File: src/pkg/stq_pkg.sv
/*
 transmit queue package: register offsets, field positions, reset values,
 serial timing constants for the queued transmit channel.
 assumes a classic wishbone slave with 32-bit data, byte addresses.
*/
package stq_pkg;
   // register byte offsets
   localparam logic [7:0] ADDR_QUEUE_CONTROL = 8'h00;
   localparam logic [7:0] ADDR_QUEUE_STATUS = 8'h04;
   localparam logic [7:0] ADDR_SERIAL_DATA = 8'h08;
   localparam logic [7:0] ADDR_CHANNEL_CONTROL = 8'h0c;
   localparam logic [7:0] ADDR_CHANNEL_STATUS = 8'h10;
   localparam logic [7:0] ADDR_TEST_CONTROL = 8'h14;
   localparam logic [7:0] ADDR_TX_SLOT_BASE = 8'h40;
   localparam logic [7:0] ADDR_RX_STATUS_IN = 8'h18;
   // queue_control fields
   localparam int QC_SIZE_LSB = 0;
   localparam int QC_WRAP_BIT = 4;
   localparam int QC_QUEUE_EN_BIT = 6;
   localparam int QC_BOTTOM_IRQ_BIT = 8;
   localparam int QC_TOP_IRQ_BIT = 9;
   // queue_status fields
   localparam int QS_PEND_LSB = 0;
   localparam int QS_RXPNT_LSB = 4;
   localparam int QS_BHE_BIT = 8;
   localparam int QS_THE_BIT = 9;
   localparam int QS_BHF_BIT = 10;
   localparam logic [15:0] QS_RESET = 16'h0f00;
   // channel control/status and test control fields
   localparam int CC_TX_EN_BIT = 0;
   localparam int CS_TC_BIT = 6;
   localparam int CS_TX_DATA_EMPTY_FLAG_BIT = 7;
   localparam int TEST_MODE_BIT = 0;
   // queue geometry
   localparam int SLOTS = 16;
   localparam int FRAME_W = 9;
   localparam logic [3:0] PEND_DONE = 4'hf;
   localparam logic [3:0] HALF_LAST_TOP = 4'h7;
   localparam logic [3:0] HALF_LAST_BOTTOM = 4'hf;
   // serial line timing
   localparam int CLK_HZ = 50_000_000;
   localparam int BAUD = 115_200;
   localparam int BIT_CYCLES = (CLK_HZ + BAUD - 1) / BAUD;
   localparam int FRAME_BITS = 11;
endpackage : stq_pkg

File: src/pkg/stq_shift_if.sv
/*
 interface between queue core and serial shifter.
 assumes both ends share clk.
*/
`timescale 1ns/1ps
interface stq_shift_if;
   logic load;
   logic [8:0] data;
   logic busy;
   modport core (output load, output data, input busy);
   modport shifter (input load, input data, output busy);
endinterface : stq_shift_if

File: src/rtl/stq_baud_gen.sv
/*
 bit-rate enable divider: one-cycle pulse every bit time.
 assumes the 50 MHz module clock.
*/
`timescale 1ns/1ps
module stq_baud_gen (
   input wire logic clk,
   input wire logic rstn,
   output logic bit_tick
);
   typedef struct packed {
      logic [15:0] cnt;
      logic tick;
   } stq_baud_t;
   stq_baud_t s_reg;
   stq_baud_t s_next;
   always_comb begin
      s_next = s_reg;
      s_next.tick = 1'b0;
      if (s_reg.cnt == 16'(stq_pkg::BIT_CYCLES - 1)) begin
         s_next.cnt = 16'h0000;
         s_next.tick = 1'b1;
      end else begin
         s_next.cnt = s_reg.cnt + 16'h0001;
      end
   end
   always_ff @(posedge clk) begin
      if (!rstn) s_reg <= '0;
      else s_reg <= s_next;
   end
   assign bit_tick = s_reg.tick;
endmodule : stq_baud_gen

File: src/rtl/stq_tx_shifter.sv
/*
 transmit serial shifter: start bit, nine data bits lsb first, stop bit.
 assumes bit_tick from the divider; line idles high.
*/
`timescale 1ns/1ps
module stq_tx_shifter (
   input wire logic clk,
   input wire logic rstn,
   input wire logic bit_tick,
   stq_shift_if.shifter sh,
   output logic txd
);
   typedef struct packed {
      logic [10:0] frame;
      logic [3:0] left;
      logic busy;
      logic txd;
   } stq_shift_t;
   stq_shift_t s_reg;
   stq_shift_t s_next;
   always_comb begin
      s_next = s_reg;
      if (!s_reg.busy && sh.load) begin
         s_next.frame = {1'b1, sh.data, 1'b0};
         s_next.left = 4'(stq_pkg::FRAME_BITS);
         s_next.busy = 1'b1;
      end else if (s_reg.busy && bit_tick) begin
         if (s_reg.left == 4'h0) begin
            s_next.busy = 1'b0;
            s_next.txd = 1'b1;
         end else begin
            s_next.txd = s_reg.frame[0];
            s_next.frame = {1'b1, s_reg.frame[10:1]};
            s_next.left = s_reg.left - 4'h1;
         end
      end
   end
   always_ff @(posedge clk) begin
      if (!rstn) s_reg <= '{frame: 11'h7ff, left: 4'h0, busy: 1'b0, txd: 1'b1};
      else s_reg <= s_next;
   end
   assign sh.busy = s_reg.busy;
   assign txd = s_reg.txd;
endmodule : stq_tx_shifter

File: src/rtl/stq_tx_queue.sv
/*
 sixteen-slot transmit queue for one serial channel, with wishbone registers.
 assumes a classic wishbone master; rx queue datapath lives elsewhere and
 reports its status through rx_* inputs.
*/
// Summary of operation
// RULE1: queue enable selects queued mode; complete flag takes queued meaning.
// RULE2: queue disabled gives single-buffer transmit; slots are plain 9-bit registers.
// RULE3: sixteen slots, indexed zero to fifteen, sent in order.
// RULE4: wrap at last slot restarts at slot zero and clears wrap enable.
// RULE5: software sends long transfers as full sets of sixteen frames.
// RULE6: top-half-empty bit 9 sets when slots zero to seven sent.
// RULE7: bottom-half-empty bit 8 sets when slots eight to fifteen sent.
// RULE8: half-empty bits clear by status read while set, then zero write.
// RULE9: completion also sets both half-empty bits.
// RULE10: separate enables gate top and bottom half-empty interrupt requests.
// RULE11: software starts queue with enables set, top cleared, data empty set.
// RULE12: four-bit size field, one to sixteen, may be rewritten while running.
// RULE13: pending counter decrements, rolls zero to all ones, test-mode writable.
// RULE14: pending zero means one left; all ones means sixteen or done.
// RULE15: transmit pointer selects next slot; writable only in test mode.
// RULE16: queued complete needs pending all ones and shifter finished.
// RULE17: queued complete clears by status read then slot write.
// RULE18: serial data register writes ignored while queue enabled.
// RULE19: bottom-half-full bit 10 sets when rx slots eight to fifteen fill.
// RULE20: receive pointer at bits 7:4; writable only in test mode.
// RULE21: size loads into pending counter at start and on each wrap.
// RULE22: bottom-half-empty with its enable raises the channel interrupt.
// RULE23: empty data register and pending frames copy slot, advance, decrement.
`timescale 1ns/1ps
module stq_tx_queue (
   input wire logic clk,
   input wire logic rstn,
   input wire logic wb_cyc_i,
   input wire logic wb_stb_i,
   input wire logic wb_we_i,
   input wire logic [7:0] wb_adr_i,
   input wire logic [3:0] wb_sel_i,
   input wire logic [31:0] wb_dat_i,
   output logic [31:0] wb_dat_o,
   output logic wb_ack_o,
   input wire logic rx_bottom_full_evt,
   input wire logic rx_slot_advance,
   output logic txd,
   output logic tx_irq
);
   //////////////////////////////////////////////////////////////////////////
   typedef struct packed {
      logic [15:0] queue_control;
      logic tx_enable;
      logic test_mode;
      logic tx_queue_enable_armed;
      logic running;
      logic [3:0] tx_pending_count;
      logic [3:0] tx_slot_pointer;
      logic [3:0] rx_slot_pointer;
      logic tx_top_half_empty;
      logic tx_bottom_half_empty;
      logic rx_bottom_half_full;
      logic [2:0] half_seen;
      logic tx_data_empty_flag;
      logic [8:0] serial_data_register;
      logic tx_complete_flag;
      logic tc_seen;
      logic done_prev;
      logic load;
      logic ack;
      logic [31:0] rdata;
   } stq_core_t;
   stq_core_t s_reg;
   stq_core_t s_next;
   logic [8:0] tx_queue_slot [0:15];
   logic bit_tick;
   stq_shift_if sh ();
   //////////////////////////////////////////////////////////////////////////
   function automatic logic [15:0] status_word(input stq_core_t s);
      logic [15:0] w;
      w = 16'h0000;
      w[stq_pkg::QS_PEND_LSB +: 4] = s.tx_pending_count;
      w[stq_pkg::QS_RXPNT_LSB +: 4] = s.rx_slot_pointer;
      w[stq_pkg::QS_BHE_BIT] = s.tx_bottom_half_empty;
      w[stq_pkg::QS_THE_BIT] = s.tx_top_half_empty;
      w[stq_pkg::QS_BHF_BIT] = s.rx_bottom_half_full;
      return w;
   endfunction : status_word
   function automatic logic hit(input logic [7:0] a, input logic [7:0] b);
      return a == b;
   endfunction : hit
   //////////////////////////////////////////////////////////////////////////
   logic req;
   logic wr;
   logic rd;
   logic slot_hit;
   logic [3:0] slot_idx;
   logic queued;
   logic [15:0] wd;
   assign req = wb_cyc_i && wb_stb_i && !s_reg.ack;
   assign wr = req && wb_we_i;
   assign rd = req && !wb_we_i;
   assign slot_hit = wb_adr_i[7:6] == stq_pkg::ADDR_TX_SLOT_BASE[7:6];
   assign slot_idx = wb_adr_i[5:2];
   assign queued = s_reg.queue_control[stq_pkg::QC_QUEUE_EN_BIT];
   assign wd = {wb_sel_i[1] ? wb_dat_i[15:8] : 8'h00, wb_sel_i[0] ? wb_dat_i[7:0] : 8'h00};
   always_comb begin
      logic [3:0] nxt_ptr;
      logic sent_last_top;
      logic sent_last_bot;
      logic done_evt;
      logic done_now;
      nxt_ptr = 4'h0;
      sent_last_top = 1'b0;
      sent_last_bot = 1'b0;
      done_evt = 1'b0;
      done_now = 1'b0;
      s_next = s_reg;
      s_next.ack = req;
      s_next.load = 1'b0;
      // register reads; unmapped addresses read zero
      s_next.rdata = 32'h0000_0000;
      if (rd) begin
         if (hit(wb_adr_i, stq_pkg::ADDR_QUEUE_CONTROL)) s_next.rdata[15:0] = s_reg.queue_control;
         else if (hit(wb_adr_i, stq_pkg::ADDR_QUEUE_STATUS)) begin
            s_next.rdata[15:0] = status_word(s_reg);
            // arm the half flags seen set for a later zero write
            s_next.half_seen = {s_reg.rx_bottom_half_full, s_reg.tx_top_half_empty,
                                s_reg.tx_bottom_half_empty}; // RULE8
         end else if (hit(wb_adr_i, stq_pkg::ADDR_CHANNEL_STATUS)) begin
            s_next.rdata[stq_pkg::CS_TC_BIT] = s_reg.tx_complete_flag;
            s_next.rdata[stq_pkg::CS_TX_DATA_EMPTY_FLAG_BIT] = s_reg.tx_data_empty_flag;
            s_next.tc_seen = s_reg.tx_complete_flag;
         end else if (hit(wb_adr_i, stq_pkg::ADDR_SERIAL_DATA)) s_next.rdata[8:0] = s_reg.serial_data_register;
         else if (hit(wb_adr_i, stq_pkg::ADDR_CHANNEL_CONTROL)) s_next.rdata[0] = s_reg.tx_enable;
         else if (hit(wb_adr_i, stq_pkg::ADDR_TEST_CONTROL)) s_next.rdata[0] = s_reg.test_mode;
         else if (slot_hit) s_next.rdata[8:0] = tx_queue_slot[slot_idx]; // RULE2
      end
      if (wr) begin
         if (hit(wb_adr_i, stq_pkg::ADDR_QUEUE_CONTROL)) begin
            s_next.queue_control = wd & 16'h037f; // RULE12
            // a rising queue enable arms the start
            if (wd[stq_pkg::QC_QUEUE_EN_BIT] && !queued) s_next.tx_queue_enable_armed = 1'b1;
            if (!wd[stq_pkg::QC_QUEUE_EN_BIT]) s_next.running = 1'b0;
         end else if (hit(wb_adr_i, stq_pkg::ADDR_QUEUE_STATUS)) begin
            if (s_reg.half_seen[0] && !wd[stq_pkg::QS_BHE_BIT]) s_next.tx_bottom_half_empty = 1'b0; // RULE8
            if (s_reg.half_seen[1] && !wd[stq_pkg::QS_THE_BIT]) s_next.tx_top_half_empty = 1'b0; // RULE8
            if (s_reg.half_seen[2] && !wd[stq_pkg::QS_BHF_BIT]) s_next.rx_bottom_half_full = 1'b0; // RULE19
            s_next.half_seen = 3'b000;
            if (s_reg.test_mode) begin
               s_next.tx_pending_count = wd[stq_pkg::QS_PEND_LSB +: 4]; // RULE13
               s_next.rx_slot_pointer = wd[stq_pkg::QS_RXPNT_LSB +: 4]; // RULE20
               s_next.tx_slot_pointer = wd[15:12]; // RULE15
            end
         end else if (hit(wb_adr_i, stq_pkg::ADDR_SERIAL_DATA)) begin
            if (!queued) begin // RULE18
               s_next.serial_data_register = wd[8:0];
               s_next.tx_data_empty_flag = 1'b0;
               if (s_reg.tc_seen) s_next.tx_complete_flag = 1'b0; // RULE17
               s_next.tc_seen = 1'b0;
            end
         end else if (hit(wb_adr_i, stq_pkg::ADDR_CHANNEL_CONTROL)) s_next.tx_enable = wd[stq_pkg::CC_TX_EN_BIT];
         else if (hit(wb_adr_i, stq_pkg::ADDR_TEST_CONTROL)) s_next.test_mode = wd[stq_pkg::TEST_MODE_BIT];
         else if (slot_hit) begin
            if (queued && s_reg.tc_seen) s_next.tx_complete_flag = 1'b0; // RULE17
            s_next.tc_seen = 1'b0;
         end
      end
      // start of queued transfer, once software has readied the flags
      if (s_reg.tx_queue_enable_armed && queued && s_reg.tx_enable && !s_next.tx_top_half_empty
          && s_reg.tx_data_empty_flag) begin // RULE11
         s_next.tx_queue_enable_armed = 1'b0;
         s_next.running = 1'b1;
         s_next.tx_slot_pointer = 4'h0;
         s_next.tx_pending_count = s_reg.queue_control[stq_pkg::QC_SIZE_LSB +: 4]; // RULE21
         s_next.tx_complete_flag = 1'b0;
      end
      // feed the serial data register from the queue
      if (queued && s_reg.running && s_reg.tx_data_empty_flag && s_reg.tx_enable && !s_reg.load) begin // RULE23
         s_next.serial_data_register = tx_queue_slot[s_reg.tx_slot_pointer]; // RULE3
         s_next.tx_data_empty_flag = 1'b0;
         nxt_ptr = s_reg.tx_slot_pointer + 4'h1;
         sent_last_top = s_reg.tx_slot_pointer == stq_pkg::HALF_LAST_TOP;
         sent_last_bot = s_reg.tx_slot_pointer == stq_pkg::HALF_LAST_BOTTOM;
         if (s_reg.tx_pending_count == 4'h0) begin
            // last frame of this set
            if (sent_last_bot && s_next.queue_control[stq_pkg::QC_WRAP_BIT]) begin // RULE4
               s_next.queue_control[stq_pkg::QC_WRAP_BIT] = 1'b0;
               s_next.tx_slot_pointer = 4'h0;
               s_next.tx_pending_count = s_next.queue_control[stq_pkg::QC_SIZE_LSB +: 4]; // RULE21
            end else begin
               s_next.tx_pending_count = stq_pkg::PEND_DONE; // RULE14
               s_next.tx_slot_pointer = nxt_ptr;
               s_next.running = 1'b0;
               done_evt = 1'b1;
            end
         end else begin
            s_next.tx_pending_count = s_reg.tx_pending_count - 4'h1; // RULE13
            s_next.tx_slot_pointer = nxt_ptr; // RULE15
         end
         if (sent_last_top || done_evt) s_next.tx_top_half_empty = 1'b1; // RULE6 RULE9
         if (sent_last_bot || done_evt) s_next.tx_bottom_half_empty = 1'b1; // RULE7 RULE9
      end
      // single-buffer and queued hand-off to the shifter
      if (!s_reg.tx_data_empty_flag && !sh.busy && s_reg.tx_enable && !s_reg.load) begin
         s_next.load = 1'b1;
         s_next.tx_data_empty_flag = 1'b1;
      end
      // completion: queued needs pending all ones, both modes need idle shifter
      // set on the rising condition only, else an idle channel would undo every clear
      done_now = s_reg.tx_data_empty_flag && !sh.busy && !s_reg.load && !s_reg.running &&
         (!queued || s_reg.tx_pending_count == stq_pkg::PEND_DONE); // RULE1 RULE16
      s_next.done_prev = done_now;
      if (done_now && !s_reg.done_prev) s_next.tx_complete_flag = 1'b1; // RULE16
      if (rx_bottom_full_evt) s_next.rx_bottom_half_full = 1'b1; // RULE19
      if (rx_slot_advance) s_next.rx_slot_pointer = s_reg.rx_slot_pointer + 4'h1; // RULE20
   end
   //////////////////////////////////////////////////////////////////////////
   always_ff @(posedge clk) begin
      if (!rstn) begin
         s_reg <= '0;
         s_reg.tx_top_half_empty <= stq_pkg::QS_RESET[stq_pkg::QS_THE_BIT];
         s_reg.tx_bottom_half_empty <= stq_pkg::QS_RESET[stq_pkg::QS_BHE_BIT];
         s_reg.rx_bottom_half_full <= stq_pkg::QS_RESET[stq_pkg::QS_BHF_BIT];
         s_reg.tx_data_empty_flag <= 1'b1;
         s_reg.tx_complete_flag <= 1'b1;
         s_reg.tx_pending_count <= stq_pkg::PEND_DONE;
      end else begin
         s_reg <= s_next;
      end
   end
   // slots hold data in both modes; no reset so they map to plain storage
   always_ff @(posedge clk) begin
      if (wr && slot_hit) tx_queue_slot[slot_idx] <= wd[8:0]; // RULE2 RULE3
   end
   //////////////////////////////////////////////////////////////////////////
   assign sh.load = s_reg.load;
   assign sh.data = s_reg.serial_data_register;
   stq_baud_gen u_baud (
      .clk(clk),
      .rstn(rstn),
      .bit_tick(bit_tick)
   );
   stq_tx_shifter u_shift (
      .clk(clk),
      .rstn(rstn),
      .bit_tick(bit_tick),
      .sh(sh),
      .txd(txd)
   );
   assign wb_ack_o = s_reg.ack;
   assign wb_dat_o = s_reg.rdata;
   // channel request line; gating is combinational on registered flags
   assign tx_irq = (s_reg.queue_control[stq_pkg::QC_BOTTOM_IRQ_BIT] && s_reg.tx_bottom_half_empty) // RULE22 RULE10
      || (s_reg.queue_control[stq_pkg::QC_TOP_IRQ_BIT] && s_reg.tx_top_half_empty); // RULE10
endmodule : stq_tx_queue

File: config.mk
export PLATFORM = sky130hd
export DESIGN_NAME = stq_tx_queue
export DESIGN_NICKNAME = d
export VERILOG_FILES = /design/src/pkg/stq_pkg.sv /design/src/pkg/stq_shift_if.sv /design/src/rtl/stq_baud_gen.sv /design/src/rtl/stq_tx_shifter.sv /design/src/rtl/stq_tx_queue.sv
export SDC_FILE = /design/constraint.sdc
export NUM_CORES = 1
export LEC_CHECK = 0
export BUFFER_PORTS_ARGS = -buffer_cell sky130_fd_sc_hd__buf_2
export CORE_MARGIN = 2
export CORE_UTILIZATION = 50
export DETAILED_ROUTE_END_ITERATION = 8
export MAX_ROUTING_LAYER = met4
export PLACE_DENSITY = 0.71
export SLEW_MARGIN = 0
export SYNTH_ARGS = -nofsm -noshare
export SYNTH_HDL_FRONTEND = slang
export SYNTH_SLANG_ARGS = --single-unit
export TNS_END_PERCENT = 100
File: constraint.sdc
create_clock -name clk -period 2.5 [get_ports clk]
set_input_delay 0.375 -clock clk [delete_from_list [all_inputs] [get_ports clk]]
set_output_delay 0.375 -clock clk [all_outputs]
set_load 0.02 [all_outputs]
==> results.ini <==
[yosys]
syn_area_per_cell_um2=12.57
synthTopCellsByCount=144 x edfxtp_1, 94 x dfxtp_1, 92 x nor2_1
synth_top_area_share=0.3780
postSynthCellCount=910
ys_seq_area_frac=0.5424
synthTopCellsByArea=edfxtp_1 38%, dfxtp_1 16%, mux4_2 16%
synth_top_cell_by_area=edfxtp_1
syn_area_um2=11440
ys.flop_type=edfxtp_1
yosysMostFrequentCell=edfxtp_1
synth_warnings=0
postSynthRegisterBits=238
ys_types=64
async_flop_share=0
synth_edf_count=144

[setup_path]
crit_buf_inv=1
worstSetupStartpointType=flop
crit_slowest_cell=and4b_1
critPathTopFamily=simple AND/OR/NAND/NOR gates
cp.required_ns=2.74
worstSetupPathType=flop to flop
crit_fanout=8
crit_path_end_kind=flop
cp.arrival_ns=2.46
path_cells=and4b_1, and2_1, nand3_1, nor2_2, buf_4
cpPeakStageDelay_ns=0.47

[global_routing]
grt_pass1_wl_um=44910
grt_usage=0.2511
antenna_found_initial=0
grt_max_degree=37
grt_pass1_vias=7735
grt.overflow.total=0

[routing]
final_antenna_net_count=0
routed_via_density=6.198
route.vias.total=7921
drt-wirelength-per-cell_um=22.72
drt_iter0_drc=835
firstDrtPassIters=5
drcViolationCount=0
wirelength_um=29040

[timing]
worst_slew_pin_slew_ns=0.8819
setup_ws_ns=0.2761
whs_ns=0.03038
hold_viol=0
period_needed_ns=2.224
slew_headroom=0.4099
post-route-period-util=0.8896
fmax_mhz=449.7
clock_skew_ns=0.02063
setup_violations=0
drv_slew=0
tns_ns=0
rsz0062_at_grt=false

[clocking]
root_buffer=clkbuf_16
cts_hold_buf=0
clock_sinks=238
numCtsBuffers=25
ctsResizeCount=0
cts_htree_levels=1
postCtsSetupRepairBufs=0
clk_latency_ns=0.54
cts_tree=built
clk_pin_slew_ns=0.06
cts_buffer_depth=3

[cells_and_area]
ff_latch_area_um2=6207
area_growth_pct=14.03
largest_register_ffs=144
diodes=0
drive_gt1_frac=0.2588
multi_input_area_um2=4731
nets=1032
fin_util=0.5780
fillers=1784

[power]
p_per_area_nw_per_um2=667.0
irDropWorstVdd_mv=0.5312
p_leak_nw=4.473

[placement]
place_ws_ns=0.02424
io_buffers=45
routabilityCongestion=0.9632
place_hpwl_um=19830

[floorplan]
die_h_um=155.3
start_util=0.5069
io_pins=86
core.rowCount=55
dieArea_um2=24110
core_area_um2=22570
die_x_um=155.3

[run]
cap_violations=0

[run_status]
status=complete, no violations

[worst_hold_path]
min_path_type=input pin to flop

## cells in the final DEF (no fill, tap or decap), drive strengths merged, types with 4 or more instances in the layout
cell type / Yosys / layout
a21oi: 43 / 43
a22oi: 11 / 11
a31oi: 5 / 5
and2: 9 / 9
and3: 6 / 6
buf: 53 / 109
bufinv: 0 / 6
clkbuf: 39 / 34
clkinv: 0 / 5
conb: 1 / 21
dfxtp: 94 / 94
edfxtp: 144 / 144
ha: 7 / 7
inv: 16 / 17
mux2: 8 / 8
mux2i: 17 / 17
mux4: 83 / 83
nand2: 83 / 83
nand2b: 5 / 5
nand3: 32 / 32
nand4: 12 / 12
nand4b: 4 / 4
nor2: 93 / 93
nor2b: 4 / 4
nor3: 19 / 19
nor3b: 4 / 4
nor4: 6 / 6
o211ai: 4 / 4
o21ai: 31 / 31
o22ai: 8 / 8
o2bb2ai: 5 / 5
or3: 4 / 4
or4: 4 / 4
xnor2: 7 / 7
xor2: 8 / 8
## routing by layer
layer | part of all wire | up-vias | track usage
met5 | 0 | - | -
met4 | 0.029 | 0 | 0.07514
met3 | 0.087 | 73 | 0.04457
met2 | 0.47 | 398 | 0.3831
li1 | - | 3551 | -
met1 | 0.42 | 3899 | 0.3495
## where the power goes
| group | leakage [nW] | total, mW | switching, mW | internal [mW] |
|---|---|---|---|---|
| logic | 2.00 | 0.432 | 0.276 | 0.156 |
| clock network | 0.446 | 4.09 | 1.54 | 2.55 |
| registers | 2.03 | 4.18 | 0.0128 | 4.17 |
## worst register-to-register path, cell delays in order, from the launching register on
cell and delay (ns):
dfxtp_1 0.36, and4b_1 0.48, and2_1 0.26, nand3_1 0.29, nor2_2 0.31, buf_4 0.23
## path summary, 6_finish.rpt
check | end | cells past startpoint | startpoint | slack (ns)
worst min-delay path | s_reg[50]$_SDFFE_PP1P_ | 2 | rx_bottom_full_evt | 0.03
worst max-delay path | tx_queue_slot[6][1]$_DFFE_PP_ | 5 | wb_ack_o$_SDFF_PN0_ | 0.28
worst max register to register | tx_queue_slot[6][1]$_DFFE_PP_ | 5 | wb_ack_o$_SDFF_PN0_ | 0.28
worst min register to register | wb_dat_o[10]$_SDFF_PP0_ | 2 | s_reg[50]$_SDFFE_PP1P_ | 0.45
## stage by stage
stage          cells  cell area, µm²  power [mW]
2_1_floorplan    930           11540       4.551
3_3_place_gp    1232           12140       4.678
3_5_place_dp    1232           12140       4.685
4_1_cts         1278           13050       8.750
5_1_grt         1278           13050       8.939
6_report        1278           13050       8.702
## cell families after synthesis
kind of cell,count (synthesis),synth area share
other,1,0.0003278
flip-flops,238,0.5424
AO/OA/AOI/OAI,137,0.07546
XOR/XNOR,15,0.01148
adder cells (fa/ha/maj),7,0.007655
AND/OR/NAND/NOR,296,0.1241
multiplexers,108,0.1861
buffers and inverters,108,0.05238
## cell type report
class                   instances  area share
clock inverters                12     0.01745
inverters                      16    0.004603
repair buffers                109     0.05984
multi-input cells             584      0.3626
clock buffers                  34     0.05236
flip-flops and latches        238      0.4758
well taps                     285     0.02733
No activity file was read; power rests on OpenSTA's default activity.
